### src/common/adc_ctrl_pkg.sv
// Register map, field positions and reset values of the converter control register bank.
package adc_ctrl_pkg;

  localparam int unsigned ADDR_W = 13;
  localparam int unsigned DATA_W = 8;
  localparam int unsigned NUM_DATA_CH = 4;
  localparam int unsigned NUM_CLK_CH = 2;

  localparam logic [12:0] ADDR_CHANNEL_INDEX = 13'h005;
  localparam logic [12:0] ADDR_POWER_MODE    = 13'h008;
  localparam logic [12:0] ADDR_OFFSET_CHOP   = 13'h00C;
  localparam logic [12:0] ADDR_SER_FORMAT    = 13'h021;
  localparam logic [12:0] ADDR_CH_PWR_RST    = 13'h022;
  localparam logic [12:0] ADDR_TRANSFER      = 13'h0FF;
  localparam logic [12:0] ADDR_DOWNGRADE     = 13'h100;
  localparam logic [12:0] ADDR_IO_PULLDOWN   = 13'h101;
  localparam logic [12:0] ADDR_CM_POWER      = 13'h102;
  localparam logic [12:0] ADDR_SYNC          = 13'h109;

  localparam logic [7:0] RST_CHANNEL_INDEX = 8'h3F;
  localparam logic [7:0] RST_POWER_MODE    = 8'h00;
  localparam logic [7:0] RST_OFFSET_CHOP   = 8'h00;
  localparam logic [7:0] RST_SER_FORMAT    = 8'h30;
  localparam logic [1:0] RST_CH_PWR_RST    = 2'h0;
  localparam logic [7:0] RST_DOWNGRADE     = 8'h00;
  localparam logic [7:0] RST_IO_PULLDOWN   = 8'h00;
  localparam logic [7:0] RST_CM_POWER      = 8'h00;
  localparam logic [7:0] RST_SYNC          = 8'h00;

  localparam int unsigned IDX_DATA_LSB  = 0;
  localparam int unsigned IDX_CLK_LSB   = 4;
  localparam int unsigned PM_PIN_FUNC   = 5;
  localparam int unsigned PM_MODE_LSB   = 0;
  localparam int unsigned CHOP_BIT      = 2;
  localparam int unsigned CH_PD_BIT     = 0;
  localparam int unsigned CH_ORST_BIT   = 1;
  localparam int unsigned SF_LSB_FIRST  = 7;
  localparam int unsigned SF_LANE_LSB   = 4;
  localparam int unsigned SF_PLL_LOW    = 3;
  localparam int unsigned SF_DBL_FRAME  = 2;
  localparam int unsigned SF_WSIZE_LSB  = 0;
  localparam int unsigned DG_EN_BIT     = 6;
  localparam int unsigned DG_RES_LSB    = 4;
  localparam int unsigned DG_RATE_LSB   = 0;
  localparam int unsigned XFER_BIT      = 0;
  localparam int unsigned PULLDOWN_BIT  = 0;
  localparam int unsigned CM_PD_BIT     = 3;
  localparam int unsigned SYNC_EN_BIT   = 0;
  localparam int unsigned SYNC_NEXT_BIT = 1;

  localparam logic [7:0] MASK_POWER_MODE = 8'h23;
  localparam logic [7:0] MASK_OFFSET_CHOP = 8'h04;
  localparam logic [7:0] MASK_DOWNGRADE  = 8'h77;
  localparam logic [7:0] MASK_IO_PULLDOWN = 8'h01;
  localparam logic [7:0] MASK_CM_POWER   = 8'h08;
  localparam logic [7:0] MASK_SYNC       = 8'h03;

  localparam logic [1:0] PD_NORMAL    = 2'h0;
  localparam logic [1:0] PD_FULL      = 2'h1;
  localparam logic [1:0] PD_STANDBY   = 2'h2;
  localparam logic [1:0] PD_DIG_RESET = 2'h3;

  typedef enum logic [3:0] {
    PWR_NORMAL    = 4'b0001,
    PWR_FULL_PD   = 4'b0010,
    PWR_STANDBY   = 4'b0100,
    PWR_DIG_RESET = 4'b1000
  } power_state_t;

endpackage

### src/adc_control_register_bank.sv
// Control register bank of the four-channel converter, written and read over the serial control port.
`timescale 1ns/1ps

// Operation
// - Channel index bits 3..0 pick which data channels per-channel writes touch.
// - Channel index also picks output clock channels for their smaller per-channel set.
// - All registers except the downgrade register act as soon as written.
// - Writing transfer bit 0 as one copies pending downgrade settings to active.
// - Power-down pin gives standby when power-mode bit 5 set, else full power-down.
// - Internal power-down field 00 keeps datapath clocks and outputs on, with no datapath reset.
// - Field 01 stops datapath clocks, resets datapath and disables outputs.
// - Field 10 stops datapath clocks and disables outputs, no datapath reset.
// - Field 11 resets datapath and disables outputs with clocks running, never the serial port.
// - Serial control port works in every mode; only power-on reset clears it.
// - Offset chop control bit 2 enables first-stage chopping.
// - Per-channel register: bit 0 power-down, bit 1 output reset, reset 00.
// - Downgrade limits rate capability and resolution, never the actual sample rate.
// - Pull-down control bit 0 set disables the serial data pin pull-down.
// - Common-mode control bit 3 set powers down the common-mode generator.
module adc_control_register_bank
  import adc_ctrl_pkg::*;
(
  input  wire logic              i_core_clk,
  input  wire logic              i_resetn,
  input  wire logic              i_clk_en,
  input  wire logic              i_wr_en,
  input  wire logic              i_rd_en,
  input  wire logic [12:0]       i_addr,
  input  wire logic [7:0]        i_wr_data,
  input  wire logic              i_external_powerdown_pin,
  input  wire logic              i_sync_event,
  output logic      [7:0]        o_rd_data,
  output logic                   o_rd_valid,
  output logic                   o_datapath_clk_en,
  output logic                   o_datapath_reset,
  output logic                   o_output_en,
  output logic                   o_chop_en,
  output logic      [3:0]        o_chan_powerdown,
  output logic      [3:0]        o_chan_output_reset,
  output logic      [1:0]        o_clkch_powerdown,
  output logic      [1:0]        o_clkch_output_reset,
  output logic                   o_ser_lsb_first,
  output logic      [2:0]        o_ser_lane_mode,
  output logic                   o_ser_pll_low_rate,
  output logic                   o_ser_double_frame,
  output logic      [1:0]        o_serial_word_size,
  output logic                   o_override_en,
  output logic      [1:0]        o_resolution_code,
  output logic      [2:0]        o_max_rate_code,
  output logic                   o_sdio_pulldown_dis,
  output logic                   o_common_mode_voltage_pd,
  output logic                   o_sync_en,
  output logic                   o_sync_pulse
);

  logic [7:0]         chan_index_reg;
  logic [7:0]         power_mode_reg;
  logic [7:0]         chop_reg;
  logic [7:0]         ser_format_reg;
  logic [1:0]         data_ch_reg [NUM_DATA_CH];
  logic [1:0]         clk_ch_reg  [NUM_CLK_CH];
  logic [7:0]         downgrade_pending_reg;
  logic [7:0]         downgrade_active_reg;
  logic [7:0]         pulldown_reg;
  logic [7:0]         cm_power_reg;
  logic [7:0]         sync_reg;
  logic               sync_used_reg;
  power_state_t       power_state_reg;
  power_state_t       power_state_next;

  logic               wr_hit_index;
  logic               wr_hit_ch;
  logic               wr_hit_xfer;
  logic [3:0]         data_sel;
  logic [1:0]         clk_sel;
  logic [7:0]         rd_mux;

  // Hit on a given address only while the port writes.
  function automatic logic wr_hit(input logic en, input logic [12:0] a, input logic [12:0] ref_a);
    wr_hit = en && (a == ref_a);
  endfunction

  // Value read back from the per-channel register is that of the lowest selected channel.
  function automatic logic [1:0] first_selected(input logic [3:0] dsel, input logic [1:0] csel,
                                                input logic [1:0] d0, input logic [1:0] d1,
                                                input logic [1:0] d2, input logic [1:0] d3,
                                                input logic [1:0] c0, input logic [1:0] c1);
    logic [1:0] v;
    v = 2'h0;
    if (dsel[0]) v = d0;
    else if (dsel[1]) v = d1;
    else if (dsel[2]) v = d2;
    else if (dsel[3]) v = d3;
    else if (csel[0]) v = c0;
    else if (csel[1]) v = c1;
    first_selected = v;
  endfunction

  assign data_sel     = chan_index_reg[IDX_DATA_LSB +: NUM_DATA_CH];
  assign clk_sel      = chan_index_reg[IDX_CLK_LSB +: NUM_CLK_CH];
  assign wr_hit_index = wr_hit(i_wr_en, i_addr, ADDR_CHANNEL_INDEX);
  assign wr_hit_ch    = wr_hit(i_wr_en, i_addr, ADDR_CH_PWR_RST);
  assign wr_hit_xfer  = wr_hit(i_wr_en, i_addr, ADDR_TRANSFER);

  // Only the power-on reset clears the register file; no power mode touches it. 
  always_ff @(posedge i_core_clk or negedge i_resetn) begin
    if (!i_resetn) begin
      chan_index_reg <= RST_CHANNEL_INDEX;
      power_mode_reg <= RST_POWER_MODE;
      chop_reg       <= RST_OFFSET_CHOP;
      ser_format_reg <= RST_SER_FORMAT;
      pulldown_reg   <= RST_IO_PULLDOWN;
      cm_power_reg   <= RST_CM_POWER;
      sync_reg       <= RST_SYNC;
    end else if (i_clk_en) begin
      if (wr_hit_index) begin
        chan_index_reg <= i_wr_data;
      end
      if (wr_hit(i_wr_en, i_addr, ADDR_POWER_MODE)) begin
        power_mode_reg <= i_wr_data & MASK_POWER_MODE;
      end
      if (wr_hit(i_wr_en, i_addr, ADDR_OFFSET_CHOP)) begin
        chop_reg <= i_wr_data & MASK_OFFSET_CHOP;
      end
      if (wr_hit(i_wr_en, i_addr, ADDR_SER_FORMAT)) begin
        ser_format_reg <= i_wr_data;
      end
      if (wr_hit(i_wr_en, i_addr, ADDR_IO_PULLDOWN)) begin
        pulldown_reg <= i_wr_data & MASK_IO_PULLDOWN;
      end
      if (wr_hit(i_wr_en, i_addr, ADDR_CM_POWER)) begin
        cm_power_reg <= i_wr_data & MASK_CM_POWER;
      end
      if (wr_hit(i_wr_en, i_addr, ADDR_SYNC)) begin
        sync_reg <= i_wr_data & MASK_SYNC;
      end
    end
  end

  // Per-channel power-down and output reset, written only into the selected channels.
  always_ff @(posedge i_core_clk or negedge i_resetn) begin
    if (!i_resetn) begin
      for (int i = 0; i < NUM_DATA_CH; i++) data_ch_reg[i] <= RST_CH_PWR_RST;
      for (int j = 0; j < NUM_CLK_CH; j++) clk_ch_reg[j] <= RST_CH_PWR_RST;
    end else if (i_clk_en && wr_hit_ch) begin
      for (int i = 0; i < NUM_DATA_CH; i++) begin
        if (data_sel[i]) data_ch_reg[i] <= i_wr_data[CH_ORST_BIT:CH_PD_BIT];
      end
      for (int j = 0; j < NUM_CLK_CH; j++) begin
        if (clk_sel[j]) clk_ch_reg[j] <= i_wr_data[CH_ORST_BIT:CH_PD_BIT];
      end
    end
  end

  // Downgrade settings wait in a shadow until the transfer bit is written.
  always_ff @(posedge i_core_clk or negedge i_resetn) begin
    if (!i_resetn) begin
      downgrade_pending_reg <= RST_DOWNGRADE;
      downgrade_active_reg  <= RST_DOWNGRADE;
    end else if (i_clk_en) begin
      if (wr_hit(i_wr_en, i_addr, ADDR_DOWNGRADE)) begin
        downgrade_pending_reg <= i_wr_data & MASK_DOWNGRADE;
      end
      if (wr_hit_xfer && i_wr_data[XFER_BIT]) begin
        downgrade_active_reg <= downgrade_pending_reg;
      end
    end
  end

  // The pin outranks the internal field, since it is the board's emergency power control.
  always_comb begin
    power_state_next = PWR_NORMAL;
    if (i_external_powerdown_pin) begin
      power_state_next = power_mode_reg[PM_PIN_FUNC] ? PWR_STANDBY : PWR_FULL_PD;
    end else begin
      unique case (power_mode_reg[PM_MODE_LSB +: 2])
        PD_NORMAL:    power_state_next = PWR_NORMAL;
        PD_FULL:      power_state_next = PWR_FULL_PD;
        PD_STANDBY:   power_state_next = PWR_STANDBY;
        PD_DIG_RESET: power_state_next = PWR_DIG_RESET;
      endcase
    end
  end

  always_ff @(posedge i_core_clk or negedge i_resetn) begin
    if (!i_resetn) begin
      power_state_reg   <= PWR_NORMAL;
      o_datapath_clk_en <= 1'b1;
      o_datapath_reset  <= 1'b0;
      o_output_en       <= 1'b1;
    end else if (i_clk_en) begin
      power_state_reg <= power_state_next;
      unique case (power_state_next)
        PWR_NORMAL: begin
          o_datapath_clk_en <= 1'b1;
          o_datapath_reset  <= 1'b0;
          o_output_en       <= 1'b1;
        end
        PWR_FULL_PD: begin
          o_datapath_clk_en <= 1'b0;
          o_datapath_reset  <= 1'b1;
          o_output_en       <= 1'b0;
        end
        PWR_STANDBY: begin
          o_datapath_clk_en <= 1'b0;
          o_datapath_reset  <= 1'b0;
          o_output_en       <= 1'b0;
        end
        PWR_DIG_RESET: begin
          o_datapath_clk_en <= 1'b1;
          o_datapath_reset  <= 1'b1;
          o_output_en       <= 1'b0;
        end
      endcase
    end
  end

  // Control outputs follow their registers one edge after the write.
  always_ff @(posedge i_core_clk or negedge i_resetn) begin
    if (!i_resetn) begin
      o_chop_en                <= 1'b0;
      o_chan_powerdown         <= '0;
      o_chan_output_reset      <= '0;
      o_clkch_powerdown        <= '0;
      o_clkch_output_reset     <= '0;
      o_ser_lsb_first          <= 1'b0;
      o_ser_lane_mode          <= 3'h0;
      o_ser_pll_low_rate       <= 1'b0;
      o_ser_double_frame       <= 1'b0;
      o_serial_word_size       <= 2'h0;
      o_override_en            <= 1'b0;
      o_resolution_code        <= 2'h0;
      o_max_rate_code          <= 3'h0;
      o_sdio_pulldown_dis      <= 1'b0;
      o_common_mode_voltage_pd <= 1'b0;
      o_sync_en                <= 1'b0;
    end else if (i_clk_en) begin
      o_chop_en <= chop_reg[CHOP_BIT];
      for (int i = 0; i < NUM_DATA_CH; i++) begin
        o_chan_powerdown[i]    <= data_ch_reg[i][CH_PD_BIT];
        o_chan_output_reset[i] <= data_ch_reg[i][CH_ORST_BIT];
      end
      for (int j = 0; j < NUM_CLK_CH; j++) begin
        o_clkch_powerdown[j]    <= clk_ch_reg[j][CH_PD_BIT];
        o_clkch_output_reset[j] <= clk_ch_reg[j][CH_ORST_BIT];
      end
      o_ser_lsb_first    <= ser_format_reg[SF_LSB_FIRST];
      o_ser_lane_mode    <= ser_format_reg[SF_LANE_LSB +: 3];
      o_ser_pll_low_rate <= ser_format_reg[SF_PLL_LOW];
      o_ser_double_frame <= ser_format_reg[SF_DBL_FRAME];
      o_serial_word_size <= ser_format_reg[SF_WSIZE_LSB +: 2];
      // Only capability limits leave here; the sample clock itself is untouched.
      o_override_en     <= downgrade_active_reg[DG_EN_BIT];
      o_resolution_code <= downgrade_active_reg[DG_RES_LSB +: 2];
      o_max_rate_code   <= downgrade_active_reg[DG_RATE_LSB +: 3];
      o_sdio_pulldown_dis      <= pulldown_reg[PULLDOWN_BIT];
      o_common_mode_voltage_pd <= cm_power_reg[CM_PD_BIT];
      o_sync_en                <= sync_reg[SYNC_EN_BIT];
    end
  end

  // One-shot sync: with sync bit 1 set, after one honoured event further events are dropped until sync is rewritten.
  always_ff @(posedge i_core_clk or negedge i_resetn) begin
    if (!i_resetn) begin
      sync_used_reg <= 1'b0;
      o_sync_pulse  <= 1'b0;
    end else if (i_clk_en) begin
      o_sync_pulse <= 1'b0;
      if (wr_hit(i_wr_en, i_addr, ADDR_SYNC)) begin
        sync_used_reg <= 1'b0;
      end else if (i_sync_event && sync_reg[SYNC_EN_BIT] && !sync_used_reg) begin
        o_sync_pulse  <= 1'b1;
        sync_used_reg <= sync_reg[SYNC_NEXT_BIT];
      end
    end
  end

  always_comb begin
    rd_mux = 8'h00;
    unique case (i_addr)
      ADDR_CHANNEL_INDEX: rd_mux = chan_index_reg;
      ADDR_POWER_MODE:    rd_mux = power_mode_reg;
      ADDR_OFFSET_CHOP:   rd_mux = chop_reg;
      ADDR_SER_FORMAT:    rd_mux = ser_format_reg;
      ADDR_CH_PWR_RST:    rd_mux = {6'h00, first_selected(data_sel, clk_sel, data_ch_reg[0], data_ch_reg[1],
                                    data_ch_reg[2], data_ch_reg[3], clk_ch_reg[0], clk_ch_reg[1])};
      ADDR_DOWNGRADE:     rd_mux = downgrade_pending_reg;
      ADDR_IO_PULLDOWN:   rd_mux = pulldown_reg;
      ADDR_CM_POWER:      rd_mux = cm_power_reg;
      ADDR_SYNC:          rd_mux = sync_reg;
      default:            rd_mux = 8'h00;
    endcase
  end

  always_ff @(posedge i_core_clk or negedge i_resetn) begin
    if (!i_resetn) begin
      o_rd_data  <= 8'h00;
      o_rd_valid <= 1'b0;
    end else if (i_clk_en) begin
      o_rd_valid <= i_rd_en;
      if (i_rd_en) begin
        o_rd_data <= rd_mux;
      end
    end
  end
endmodule // adc_control_register_bank

### config.mk
export PLATFORM = sky130hd
export DESIGN_NAME = adc_control_register_bank
export DESIGN_NICKNAME = d
export VERILOG_FILES = /design/src/common/adc_ctrl_pkg.sv /design/src/adc_control_register_bank.sv
export SDC_FILE = /design/constraint.sdc
export NUM_CORES = 1
export LEC_CHECK = 0
export BUFFER_PORTS_ARGS = -buffer_cell sky130_fd_sc_hd__buf_2
export CAP_MARGIN = 20
export CORE_ASPECT_RATIO = 2
export CORE_MARGIN = 3
export CORE_UTILIZATION = 45
export CTS_BUF_LIST = sky130_fd_sc_hd__clkbuf_4 sky130_fd_sc_hd__clkbuf_8 sky130_fd_sc_hd__clkbuf_16
export CTS_CLUSTER_DIAMETER = 60
export DETAILED_ROUTE_END_ITERATION = 7
export PLACE_DENSITY = 0.79
export SLEW_MARGIN = 15
export SYNTH_ARGS = -nofsm -noshare
export SYNTH_HDL_FRONTEND = slang
export SYNTH_SLANG_ARGS = --single-unit
### constraint.sdc
create_clock -name i_core_clk -period 1.5 [get_ports i_core_clk]
set_clock_uncertainty 0.15 [all_clocks]
set_input_delay 0.075 -clock i_core_clk [delete_from_list [all_inputs] [get_ports i_core_clk]]
set_output_delay 0.075 -clock i_core_clk [all_outputs]
set_load 0.02 [all_outputs]
==> run_results.csv, run 1 <==
group,metric,value,unit
synth,ys_ff_latch,92,
cts,clock-sinks,92,
power_and_ir_drop,swShare,0.225,
critical_path,path_cells,"buf_6 -> or4_4 -> nor4b_4 -> buf_4 -> nand2_2 -> or4_1 -> a31oi_1",
synth,synth_area,4060,um^2
cts,clock_path_buffers,2,
finish,mostFrequentLayoutCell,"dfrtp_1",
critical_path,rrSetupSlack,-0.20,ns
timing,maxSlewViolCount,0,
finish,final_cell_mix,"dfrtp_1, buf_2, buf_4",
synth,ys_warn_count,0,
cts,root_buffer,"clkbuf_16",
outcome,run_status,"finished, violations left",
global_routing,grt_pass1_vias,3528,
critical_path,cp.required,1.62,ns
finish,area_growth,42.3,%
critical_path,crit_start,"i_addr[12]",
timing,final.min_clock_period,1.75,ns
power_and_ir_drop,comb_power_share,0.081,
critical_path,crit_fanout,4,
timing,worst_pin_slew,0.558,ns
critical_path,crit_end,"o_rd_data[1]$_DFFE_PN0P_",
detailed_routing,vias,3222,
critical_path,crit_family,"simple AND/OR/NAND/NOR gates",
timing,slew_headroom,0.626,
finish,multi_input_area,1930,um^2
cts,clock_latency,0.35,ns
global_routing,grt_max_degree,81,
detailed_routing,drt_iter0_drc,181,
floorplanning,coreArea,8710,um^2
critical_path,r2r_cells,5,
finish,insertedDiodeCount,0,
critical_path,criticalPathCategory,"in2reg",
global_routing,antenna_found_initial,0,
timing,rsz0062_at_grt,"yes",
critical_path,max_stage_delay,0.57,ns
synth,ys_seq_area_frac,0.570,
floorplanning,die_y,140,um
synth,syn_avg_cell_area,12.9,um^2
finish,nets,490,
power_and_ir_drop,powerDensity,962,nW/um^2
synth,yosys.area.top_type,"dfrtp_1",
synth,synthArstFlopShare,1.00,
power_and_ir_drop,clkPwrFrac,0.462,
detailed_routing,routedWlPerCell,19.9,um
timing,period_share,1.16,
floorplanning,placementRows,48,
outcome,violations,"setup timing",
critical_path,crit_buf_inv,2,
floorplanning,fp.dieArea,10300,um^2
power_and_ir_drop,ir_drop,0.601,mV
timing,hold_violations,0,
synth,synth_flop_cell,"dfrtp_1",
synth,synth_top_cell_area_share,0.505,
detailed_routing,wl,11300,um
timing,finalSetupViolCount,57,
floorplanning,start_util,0.467,
detailed_routing,routed_via_density,5.68,
power_and_ir_drop,pwr-share-seq,0.457,
critical_path,critPathSlowestCell,"or4_4",
synth,synth_edf_count,0,
cts,cts_tree,"yes",
cts,clk_pin_slew_worst_paths,0.07,ns
power_and_ir_drop,internal_power,4.31,mW
hold_path,hp-class,"in2reg",
critical_path,end_kind,"flop",
finish,postLayoutCoreUtil,0.664,
cts,htree_levels,3,
synth,synthCells,316,
finish,filler_cell_count,614,
detailed_routing,dr.pass1.iters,4,
power_and_ir_drop,p_leak,3.00,nW
synth,syn_nets,344,
place,gp_congestion,0.995,
synth,yosysUniqueCellTypes,46,
finish,drive_gt1_frac,0.602,
critical_path,cp-start-kind,"input port",
floorplanning,io_pins,71,
timing,max_freq,573,MHz
critical_path,r2r_end,"o_rd_data[1]$_DFFE_PN0P_",
hold_path,holdPathStages,2,
timing,fin_ws,-0.246,ns
critical_path,worst_ep_arrival_time,1.86,ns
finish,seq_area,2310,um^2
critical_path,timing.rr.start,"chan_index_reg[4]$_DFFE_PN1P_",
cts,cts_made_buffers,9,
timing,setup_tns,-8.06,ns
run,maxCapViolCount,0,
detailed_routing,drcViolationCount,0,
synth,synthTopCellsByArea,"dfrtp_1, mux2_2, dfstp_2",
global_routing,overflow,0,
global_routing,grt_pass1_wl,17900,um
power_and_ir_drop,switching_power,1.25,mW
critical_path,crit_cells,7,
floorplanning,dieWidth,73.2,um
detailed_routing,detail-route-antenna-nets,0,
place,hpwl,7790,um
global_routing,grt.total_usage,0.231,
place,io_buffers,70,
through the flow:
stage	total power [mW]	setup WS, ns	hold WS [ns]	instance area [um^2]	cells
final	5.56	-0.246	0.0306	5780	567
after global routing	5.74	-0.332	0.0227	5780	567
after CTS	5.57	-0.253	0.0166	5660	564
after detailed placement	2.99	-0.733	-0.215	5030	532
after global placement	2.98	-0.703	-0.226	5030	532
after floorplan	2.75	-0.544	-0.371	4150	316
logic make-up after synthesis:
kind of cell	after synthesis	synth area share
xor gates and xnor gates	1	0.00216
muxes	80	0.221
buffers and inverters	24	0.0249
AOI/OAI and AO/OA	41	0.0684
and+or+nand+nor	78	0.113
DFF	92	0.570
Yosys cell counts, types with 2 or more instances:
cell	n
a21oi_1	12
clkbuf_1	10
a211oi_1	2
a32o_1	2
or4_1	3
dfrtp_1	82
buf_1	4
or4bb_1	2
a22oi_1	3
dfstp_2	10
nand2_1	21
nand3b_1	3
or3_1	2
and3_1	2
a31oi_1	5
mux2_2	78
buf_2	3
nor4b_1	3
nand2b_1	3
a32oi_1	2
a221oi_1	4
inv_1	6
o21ai_0	5
nor4_1	5
nor2_1	15
and2_1	4
nor2b_1	2
nand3_1	3
nor3_1	2
nor3b_1	2
power groups by stage:
stage	clock, mW	sequential (mW)	combinational [mW]
floorplan	0	2.63	0.120
global placement	0	2.59	0.388
detailed placement	0	2.59	0.401
CTS	2.59	2.54	0.438
global route	2.71	2.55	0.485
finish	2.57	2.54	0.449
area by class of cell:
class / count / share of cell area
Clock buffer: 12 / 0.0461
Multi-Input combinational cell: 200 / 0.333
Clock inverter: 4 / 0.0134
Inverter: 6 / 0.00389
Timing Repair Buffer: 153 / 0.182
Sequential cell: 92 / 0.400
Tap cell: 100 / 0.0216
worst register-to-register path, stage by stage (launching register included):
cell and delay, ns:
dfstp_2 0.57, a21oi_1 0.09, o21ai_1 0.08, a221oi_1 0.08, or4_1 0.47, a31oi_1 0.18
per-layer routing:
metal / wire [um] / vias up / track usage
met3: 464 / 36 / 0.0496
met1: 4090 / 1646 / 0.253
li1: - / 1449 / -
met2: 6300 / 91 / 0.403
met5: 0 / - / 0
met4: 427 / 0 / 0.118
worst min-delay path by stage:
stage / slack (ns) / endpoint / start
2_1_floorplan: -0.37 / chan_index_reg[6]$_DFFE_PN0P_ / i_resetn
3_3_place_gp: -0.23 / o_ser_pll_low_rate$_DFFE_PN0P_ / i_resetn
3_5_place_dp: -0.21 / o_ser_pll_low_rate$_DFFE_PN0P_ / i_resetn
4_1_cts: 0.02 / data_ch_reg[3]$_DFFE_PN0P_ / i_wr_data[1]
5_1_grt: 0.02 / data_ch_reg[3]$_DFFE_PN0P_ / i_wr_data[1]
6_report: 0.03 / data_ch_reg[3]$_DFFE_PN0P_ / i_wr_data[1]
timing repair:
| action | CTS | global route |
|---|---|---|
| pin swaps | 20 | 11 |
| hold buffers | 11 | 0 |
| resized for setup | 30 | 24 |
| buffers inserted | 5 | 4 |
| endpoints found under the setup margin | 58 | 57 |
| endpoints found under the hold margin | 106 | 0 |
No activity file was read; power rests on OpenSTA's default activity.
==> run 2, diff against run 1 <==
Settings changed: ABC_AREA set to 1, REMOVE_ABC_BUFFERS set to 1.
==> run_results.csv, run 2 <==
group,metric,value,unit
cts,clock-sinks,92,
finish,filler_cell_count,837,
synth,synth_edf_count,0,
finish,instances_no_fill,731,
critical_path,cp.required,1.58,ns
cts,cts_made_buffers,9,
synth,synth_area,4220,um^2
power_and_ir_drop,p_total,5.24,mW
place,dpl.cell_count,700,
detailed_routing,drt_iter0_drc,256,
finish,nets,652,
critical_path,cp-start-kind,"flop",
detailed_routing,routedWlPerCell,15.9,um
critical_path,crit_top_cell,"nand2_1",
timing,hold_violations,1,
place,io_buffers,70,
critical_path,crit_family,"flip-flops",
critical_path,crit_buf_inv,1,
power_and_ir_drop,switching_power,1.22,mW
timing,fin_ws,-0.0357,ns
hold_path,hp-class,"in2reg",
finish,insertedDiodeCount,0,
floorplanning,placementRows,49,
floorplanning,start_util,0.465,
run,maxCapViolCount,0,
critical_path,criticalPathCategory,"reg2reg",
timing,period_share,1.02,
floorplanning,die_y,143,um
timing,final.min_clock_period,1.54,ns
critical_path,rrSetupSlack,-0.04,ns
critical_path,path_cells,"inv_2 -> o211ai_1 -> nand2_1 -> nand2_1 -> nand2_1 -> nand2_1 -> nand3_1 -> nand2_1 -> nand2_1",
synth,synthCells,500,
finish,mostFrequentLayoutCell,"nand2_1",
synth,synth_top_cell_area_share,0.487,
power_and_ir_drop,powerDensity,964,nW/um^2
detailed_routing,wl,11600,um
floorplanning,fp.dieArea,10600,um^2
outcome,run_status,"finished, violations left",
synth,ys_warn_count,0,
floorplanning,io_pins,71,
global_routing,grt_pass1_vias,3897,
power_and_ir_drop,ir_drop,0.573,mV
critical_path,crit_fanout,4,
finish,drive_gt1_frac,0.270,
timing,slew_headroom,0.678,
timing,finalSetupViolCount,2,
cts,root_buffer,"clkbuf_16",
detailed_routing,drcViolationCount,0,
power_and_ir_drop,swShare,0.234,
critical_path,critPathSlowestCell,"dfstp_2",
global_routing,grt_max_degree,30,
cts,htree_levels,3,
timing,maxSlewViolCount,0,
global_routing,grt.total_usage,0.241,
synth,ys_ff_latch,92,
cts,clock_latency,0.34,ns
timing,worst_pin_slew,0.483,ns
timing,max_freq,651,MHz
synth,synth_common_cells,"nand2_1, dfrtp_1, inv_1",
floorplanning,coreArea,9070,um^2
cts,cts_tree,"yes",
finish,final_cell_mix,"nand2_1, dfrtp_1, buf_2",
critical_path,worst_ep_arrival_time,1.62,ns
detailed_routing,vias,3781,
place,hpwl,9000,um
power_and_ir_drop,clkPwrFrac,0.442,
global_routing,overflow,0,
detailed_routing,detail-route-antenna-nets,0,
power_and_ir_drop,internal_power,4.01,mW
synth,yosysMostFrequentCell,"nand2_1",
detailed_routing,routed_via_density,5.17,
timing,setup_tns,-0.0672,ns
synth,yosysUniqueCellTypes,37,
power_and_ir_drop,pwr-share-seq,0.483,
cts,clock_path_buffers,2,
timing,whs,-0.00260,ns
floorplanning,dieWidth,74.4,um
power_and_ir_drop,comb_power_share,0.075,
synth,synth_flop_cell,"dfrtp_1",
detailed_routing,dr.pass1.iters,5,
place,postPlaceCellArea,4970,um^2
synth,synthArstFlopShare,1.00,
finish,post-route-cell-area,5430,um^2
power_and_ir_drop,p_leak,2.88,nW
global_routing,antenna_found_initial,0,
synth,synthTopCellsByArea,"dfrtp_1, nand2_1, dfstp_2",
synth,syn_avg_cell_area,8.43,um^2
timing,rsz0062_at_grt,"yes",
critical_path,max_stage_delay,0.54,ns
outcome,violations,"hold timing, setup timing",
synth,ys_seq_area_frac,0.549,
synth,yosys.area.top_type,"dfrtp_1",
place,gp_congestion,0.972,
cts,clk_pin_slew_worst_paths,0.06,ns
finish,area_growth,28.8,%
global_routing,grt_pass1_wl,19300,um
critical_path,end_kind,"flop",
run 2: cell type report:
cell class                 instances  area, um^2  area share
inverter                          44         165      0.0304
tap                              102         128      0.0235
multi-input combinational        352        1680       0.309
timing repair buffer             125         838       0.154
clock buffer                      11         246      0.0454
clock inverter                     5        60.1      0.0111
sequential                        92        2310       0.426
run 2: per-layer routing:
metal,global-route usage,wire [um],share of wire
met5,0,0,0
met4,0.100,379,0.033
met3,0.0381,335,0.029
met2,0.437,6500,0.56
met1,0.270,4380,0.38
run 2: final timing paths:
check,start,end,cells past startpoint
worst max register to register,chan_index_reg[4]$_DFFE_PN1P_,o_rd_data[1]$_DFFE_PN0P_,9
max in group asynchronous,i_resetn,o_clkch_powerdown[1]$_DFFE_PN0P_,3
worst min-delay path,i_wr_en,o_sync_pulse$_DFFE_PN0P_,4
min in group asynchronous,i_resetn,data_ch_reg[4]$_DFFE_PN0P_,2
worst max-delay path,chan_index_reg[4]$_DFFE_PN1P_,o_rd_data[1]$_DFFE_PN0P_,9
worst min register to register,o_serial_word_size[0]$_DFFE_PN0P_,o_serial_word_size[0]$_DFFE_PN0P_,2
run 2: worst min-delay path, delay by kind of cell:
kind          cells  cell delay (ns)
simple gates      3             0.25
buf+inv           1             0.12
run 2: per-stage QoR:
stage / util / setup slack [ns] / hold slack [ns]
floorplan: - / 0.0988 / -0.371
global placement: 0.548 / -0.105 / -0.133
detailed placement: 0.548 / -0.194 / -0.137
CTS: 0.597 / -0.0559 / 0.00697
global route: 0.598 / -0.123 / 0.0349
finish: 0.598 / -0.0357 / -0.00260
run 2: power groups by stage:
| stage | clock [mW] | combinational, mW | sequential, mW |
|---|---|---|---|
| after floorplan | 0 | 0.106 | 2.60 |
| after global placement | 0 | 0.364 | 2.57 |
| after detailed placement | 0 | 0.370 | 2.57 |
| after CTS | 2.36 | 0.400 | 2.53 |
| after global routing | 2.44 | 0.436 | 2.53 |
| final | 2.32 | 0.393 | 2.53 |
run 2: timing repair:
item | 4_1_cts | 5_1_grt
endpoints found under the setup margin | 1 | 2
hold endpoints to repair | 116 | 0
setup buffers | 0 | 1
hold buffers | 14 | 0
resized for setup | 1 | 0
pin swaps | 1 | 3
run 2: logic make-up after synthesis:
logic type,Yosys count,synth area share
AOI/OAI and AO/OA,75,0.101
DFF,92,0.549
muxes,2,0.00504
and+or+nand+nor,275,0.292
buffers and inverters,56,0.0534
